===== src/common/splc_pkg.sv =====
// Package of constants and types for the stack pointer limit checker.
// ****************************************************************************
// Overview of operation
// - Last working register doubles as the software stack pointer.
// - Pointer holds next free word address; stack grows upward.
// - Push writes then increments; pop decrements then reads.
// - Call push zero-fills the word above the full counter upper part.
// - Exception push joins status low byte onto counter upper part.
// - A stack limit register holds the highest usable stack address.
// - The stack limit register gets no value from any reset.
// - Bit zero of the stack limit reads as zero after the first limit write.
// - Every stack pointer based effective address is checked against the lower bound; only pushes against the limit.
// - A push made with pointer equal to limit raises no error.
// - The next push past the limit raises a stack error.
// - Pointer addresses below 0x0800 raise an underflow stack error.
// ****************************************************************************
package splc_pkg;
  localparam int SPLC_DW = 16;
  localparam logic [15:0] SPLC_UNDERFLOW_BOUND = 16'h0800;
  localparam logic [15:0] SPLC_WORD_STEP = 16'h0002;
  localparam logic [15:0] SPLC_SP_RESET = 16'h0800;
  localparam int SPLC_PC_UPPER_W = 7;
  localparam int SPLC_STATUS_LOW_W = 8;
  typedef enum logic [2:0]
  {
    SPLC_OP_NONE = 3'h0,
    SPLC_OP_PUSH = 3'h1,
    SPLC_OP_POP = 3'h2,
    SPLC_OP_CALL = 3'h3,
    SPLC_OP_EXC = 3'h4,
    SPLC_OP_EA = 3'h5,
    SPLC_OP_WRSP = 3'h6
  } splc_op_t;
endpackage : splc_pkg


===== src/rtl/splc_limit_cmp.sv =====
// Comparator that classifies one stack effective address against the bounds.
`timescale 1ns/1ps
module splc_limit_cmp
  import splc_pkg::*;
(
  input wire logic [15:0] ea_i, // Effective address under test
  input wire logic [15:0] limit_i, // Word-aligned stack limit
  input wire logic is_push_i, // Access is a push
  output logic overflow_o, // Address beyond the limit
  output logic underflow_o // Address below the lower bound
);
  // A push at the limit address itself is allowed; only beyond it faults.
  assign overflow_o = (ea_i > limit_i) && is_push_i;
  assign underflow_o = ea_i < SPLC_UNDERFLOW_BOUND;
endmodule : splc_limit_cmp


===== config.mk =====
export PLATFORM = sky130hd
export DESIGN_NAME = splc_limit_cmp
export DESIGN_NICKNAME = d
export VERILOG_FILES = /design/src/common/splc_pkg.sv /design/src/rtl/splc_limit_cmp.sv
export SDC_FILE = /design/constraint.sdc
export NUM_CORES = 1
export LEC_CHECK = 0
export BUFFER_PORTS_ARGS = -buffer_cell sky130_fd_sc_hd__buf_4
export CORE_AREA = 2 2 39 41
export DETAILED_ROUTE_END_ITERATION = 6
export DIE_AREA = 0 0 41 43
export GPL_ROUTABILITY_DRIVEN = 0
export PLACE_DENSITY = 0.71
export SYNTH_ARGS = -nofsm -noshare
export SYNTH_HDL_FRONTEND = slang
export SYNTH_SLANG_ARGS = --single-unit
export TNS_END_PERCENT = 20

===== constraint.sdc =====
create_clock -name vclk -period 1.4
set_input_delay 0.07 -clock vclk [all_inputs]
set_output_delay 0.07 -clock vclk [all_outputs]
set_load 0.05 [all_outputs]

==> results of run 1 <==
cell usage in the layout (no fill, tap or decap), types with 2 or more instances in the layout:
master,count
nand3_1,2
nand4_1,3
a21oi_2,2
nand2_1,3
ha_4,8
buf_6,6
buf_8,3
a21oi_1,5
buf_4,30
inv_4,2
nor2_1,2
ha_1,8
inv_1,12
stage by stage:
| step | cells | utilization [%] |
|---|---|---|
| 5_1_grt | 113 | 66.0 |
| 4_1_cts | 112 | 60.2 |
| 3_5_place_dp | 112 | 58.3 |
| 3_3_place_gp | 112 | 58.3 |
| 2_1_floorplan | 58 | - |
| 6_report | 113 | 66.0 |
timing repair:
item,CTS,global route
resized for setup,7,11
pin swaps,7,8
endpoints found under the setup margin,1,1
buffers inserted,0,1
where the power goes:
part	internal (µW)	total (µW)	switching [µW]
Combinational	156	258	103
Clock	0	0	0
Sequential	0	0	0
Total	156	258	103
cells by family (layout without fill, tap and decap cells):
kind of cell | count (synthesis) | after routing | synth area share, %
AO/OA/AOI/OAI | 12 | 12 | 18.3
buffers and inverters | 16 | 55 | 14.6
adder cells (fa/ha/maj) | 16 | 16 | 48.8
AND/OR/NAND/NOR | 14 | 14 | 18.3
final timing paths:
check	slack (ps)	to	start
setup / recovery	-240	overflow_o	limit_i[9]
hold / removal	460	underflow_o	ea_i[15]
final cells by class:
class | count | area share, %
inverters | 16 | 9.04
repair buffers | 39 | 37.0
well taps | 16 | 2.19
multi-input cells | 42 | 51.8
layer usage:
layer | vias to the layer above | global-route usage [%]
li1 | 282 | -
met1 | 237 | 14.9
met2 | 20 | 27.8
met3 | 0 | 0.524
met4 | 0 | 0
met5 | - | 0
==> impl_metrics.env, run 1 <==
export IMPL_synthTopCellsByCount="ha_1 (16), inv_1 (16), a21oi_1 (7)"
export IMPL_synth_cells=58
export IMPL_period_needed_ps=1640
export IMPL_final_net_count=148
export IMPL_rows=14
export IMPL_synth_top_area_share_pct=48.8
export IMPL_avgSynthCellArea_um2=7.08
export IMPL_path_buf_inv=3
export IMPL_synth_area_leaders="ha_1 (49%), inv_1 (15%), a21oi_1 (8.5%), nand4_1 (4.6%), or4_1 (3.7%)"
export IMPL_multi_input_area_um2=473
export IMPL_viasPerCell=4.77
export IMPL_grt_max_degree=4
export IMPL_first_iter_violations=3
export IMPL_place_area_um2=807
export IMPL_slew_violations=0
export IMPL_crit_chain="buf_8 > inv_6 > ha_4 > nand4_1 > or4_4 > or2_1 > o311a_4 > buf_8"
export IMPL_syn_to_final_growth_pct=123
export IMPL_top_layer="met3"
export IMPL_hold_path_class="input port to primary output"
export IMPL_crit_fanout=2
export IMPL_die_area_um2=1760
export IMPL_ys_types=15
export IMPL_nClkBuffers=0
export IMPL_die_w_um=41
export IMPL_seq_area_um2=0
export IMPL_cp_top_family="simple AND/OR/NAND/NOR gates"
export IMPL_ant_nets=0
export IMPL_met2_length_um=695
export IMPL_p_leak_uw=0.000461
export IMPL_crit_cells=8
export IMPL_grt_ovfl_total=0
export IMPL_cap_violations=0
export IMPL_violations="negative setup slack"
export IMPL_arrival_ps=1570
export IMPL_antenna_found_initial=0
export IMPL_status="finished with violations"
export IMPL_max_stage_delay_ps=530
export IMPL_cp_common_cell="buf_8"
export IMPL_yosys_area_top_type="ha_1"
export IMPL_track_usage_pct=13.7
export IMPL_hold_buffers=0
export IMPL_fillers=127
export IMPL_met3_length_um=87
export IMPL_crit_type="input port to primary output"
export IMPL_grt_pass1_wl_mm=1.80
export IMPL_first_pass_iters=4
export IMPL_timing_fmax_mhz=609
export IMPL_seq_cells=0
export IMPL_first_global_vias=499
export IMPL_ios=35
export IMPL_syn_area_um2=410
export IMPL_seq_area_frac_synth_pct=0
export IMPL_required_ps=1330
export IMPL_start_util_pct=29.7
export IMPL_min_period_over_period_pct=117
export IMPL_power_total_uw=258
export IMPL_yosysWarnings=0
export IMPL_drt_wl_total_mm=1.20
export IMPL_diodes=0
export IMPL_worst_hold_slack_ps=459
export IMPL_wl_per_cell_um=10.6
export IMPL_grt_setup_unrepaired="true"
export IMPL_die_height_um=43
export IMPL_startpoint_type="input port"
export IMPL_final_hold_viol_count=0
export IMPL_whs_path_depth=3
export IMPL_slew_limit_headroom_pct=87.4
export IMPL_dp_slack_ps=-324
export IMPL_wl_met1_um=416
export IMPL_ir_drop_v=0.000155
export IMPL_worst_slew_pin_slew_ps=189
export IMPL_drc=0
export IMPL_setup_violations_final=1
export IMPL_port_buffers=35
export IMPL_core_area_um2=1380
export IMPL_drive_above_1_share_pct=56.7
export IMPL_power_density_nw_per_um2=283
export IMPL_slowest_stage="or4_4"
export IMPL_cp_end_kind="primary output"
export IMPL_vias=539
export IMPL_tns_ps=-241
export IMPL_layout_setup_ws_ps=-241
export IMPL_syn_num_nets=107
export IMPL_dpl_hpwl_mm=1.02
export IMPL_fin_area_um2=913
Note: power is estimated with default switching activity, not from simulation.
==> run 2: changes to the inputs <==
--- a/config.mk
+++ b/config.mk
@@ -5,12 +5,14 @@
 export SDC_FILE = /design/constraint.sdc
 export NUM_CORES = 1
 export LEC_CHECK = 0
-export BUFFER_PORTS_ARGS = -buffer_cell sky130_fd_sc_hd__buf_4
+export ABC_AREA = 1
+export BUFFER_PORTS_ARGS = -buffer_cell sky130_fd_sc_hd__buf_2
 export CORE_AREA = 2 2 39 41
 export DETAILED_ROUTE_END_ITERATION = 6
 export DIE_AREA = 0 0 41 43
 export GPL_ROUTABILITY_DRIVEN = 0
-export PLACE_DENSITY = 0.71
+export PLACE_DENSITY = 0.74
+export SKIP_LAST_GASP = 1
 export SYNTH_ARGS = -nofsm -noshare
 export SYNTH_HDL_FRONTEND = slang
 export SYNTH_SLANG_ARGS = --single-unit
==> run 2 against run 1 <==
Compared with the run above: the run now ends clean; cell area fell by 29%; final cell count grew 11%; wire length is 18% lower; critical endpoint unchanged; sequential share of layout area unchanged; synthesized cell count rose by 28%; maximum frequency grew 29%; largest cell class unchanged.
==> impl_metrics.env, run 2 <==
export IMPL_period_needed_ps=1270
export IMPL_final_cell_mix="buf_2 (35), inv_1 (20), nand2_1 (18)"
export IMPL_cap_violations=0
export IMPL_synthSimpleGateAreaFrac_pct=25.8
export IMPL_synth_top_area_share_pct=44.8
export IMPL_synth_compound_area_share_pct=11.8
export IMPL_synthAdderAreaFrac_pct=44.8
export IMPL_worst_slew_pin_slew_ps=250
export IMPL_seq_area_frac_synth_pct=0
export IMPL_power_density_nw_per_um2=264
export IMPL_ios=35
export IMPL_hold_path_class="input port to primary output"
export IMPL_syn_to_final_growth_pct=44.5
export IMPL_avgSynthCellArea_um2=6.04
export IMPL_seq_area_um2=0
export IMPL_ir_drop_v=0.0000888
export IMPL_cts_resized=0
export IMPL_start_util_pct=32.3
export IMPL_final_net_count=160
export IMPL_required_ps=1330
export IMPL_dp_slack_ps=107
export IMPL_yosysWarnings=0
export IMPL_min_period_over_period_pct=90.9
export IMPL_first_global_vias=462
export IMPL_nClkBuffers=0
export IMPL_layout_setup_ws_ps=128
export IMPL_ys_types=13
export IMPL_slew_limit_headroom_pct=83.4
export IMPL_track_usage_pct=11.1
export IMPL_synthTopCellsByCount="inv_1 (20), nand2_1 (18), ha_1 (16)"
export IMPL_die_height_um=43
export IMPL_power_total_uw=170
export IMPL_diodes=0
export IMPL_final_hold_viol_count=0
export IMPL_grt_setup_unrepaired="false"
export IMPL_synth_xor_area_share_pct=0
export IMPL_hold_buffers=0
export IMPL_crit_type="input port to primary output"
export IMPL_crit_fanout=2
export IMPL_first_pass_iters=4
export IMPL_antenna_found_initial=0
export IMPL_syn_num_nets=123
export IMPL_seq_cells=0
export IMPL_drive_above_1_share_pct=34.9
export IMPL_synth_most_common_cell="inv_1"
export IMPL_first_iter_violations=7
export IMPL_synth_cells=74
export IMPL_final_common_cell="buf_2"
export IMPL_timing_fmax_mhz=786
export IMPL_die_area_um2=1760
export IMPL_yosys_area_top_type="ha_1"
export IMPL_p_leak_uw=0.000443
export IMPL_slew_violations=0
export IMPL_syn_area_um2=447
export IMPL_arrival_ps=1200
export IMPL_fillers=153
export IMPL_grt_max_degree=4
export IMPL_setup_violations_final=0
export IMPL_die_w_um=41
export IMPL_multi_input_area_um2=372
export IMPL_cp_end_kind="primary output"
export IMPL_port_buffers=35
export IMPL_muxShareOfSynthArea_pct=0
export IMPL_wl_per_cell_um=7.88
export IMPL_grt_ovfl_total=0
export IMPL_rows=14
export IMPL_vias=542
export IMPL_dpl_hpwl_um=937
export IMPL_synth_top_family_by_area="adder cells"
export IMPL_startpoint_type="input port"
export IMPL_synth_area_leaders="ha_1 (45%), inv_1 (17%), nand2_1 (15%), a21oi_1 (7.8%), nor2_2 (2.8%)"
export IMPL_ant_nets=0
export IMPL_core_area_um2=1380
export IMPL_drc=0
export IMPL_grt_pass1_wl_mm=1.48
export IMPL_whs_path_depth=3
export IMPL_post_cts_buffers=0
export IMPL_status="finished, final reports clean"
export IMPL_drt_wl_total_um=985
export IMPL_viasPerCell=4.34
==> run 2: changes by cell type in the layout (fill, tap and decap cells not counted), sizes merged, moves of 2 or more <==
cell	before	now
nand2	3	18
buf	39	35
inv	16	20
nor2	2	5
nand4	3	1
or4	2	0
==> run 2: cells by family (layout without fill, tap and decap cells) <==
family	count (synthesis)	after routing
fa+ha+maj	16	16
compound gates	10	10
buf+inv	21	56
simple gates	27	27
==> run 2: worst paths after layout <==
kind	from	to	slack, ps
worst max-delay path	ea_i[15]	overflow_o	130
worst min-delay path	ea_i[15]	underflow_o	470
==> run 2: cell type report <==
cell class,count,area share (%)
Tap cell,16,3.10
Timing Repair Buffer,35,27.1
Multi-Input combinational cell,53,57.6
Inverter,21,12.2
==> run 2: per-layer routing <==
layer / up-vias / part of all wire [%] / track usage [%]
li1: 302 / - / -
met3: 0 / 7.3 / 0
met4: 0 / 0 / 0
met2: 19 / 53 / 23.8
met1: 221 / 40 / 11.1
met5: - / 0 / 0
==> run 2: worst max-delay path, cell delays in order <==
cell and delay (ps):
buf_2 110, ha_1 290, nand2_1 80, nor2_2 120, nand2_1 80, clkinv_1 50
nand2_1 50, a21oi_2 100, buf_2 260
==> run 2: report_power, final <==
part	internal (µW)	switching (µW)
logic	83.2	87.1
registers	0	0
clock network	0	0
total	83.2	87.1
==> run 2: metrics by stage <==
| step | hold WS [ps] | cell area [µm²] | utilization, % | std cells | TNS (ps) |
|---|---|---|---|---|---|
| after floorplan | 318 | 450 | - | 74 | -65.1 |
| after global placement | 466 | 646 | 46.7 | 125 | 0 |
| after detailed placement | 471 | 646 | 46.7 | 125 | 0 |
| after CTS | 472 | 646 | 46.7 | 125 | 0 |
| after global routing | 487 | 646 | 46.7 | 125 | 0 |
| final | 470 | 646 | 46.7 | 125 | 0 |
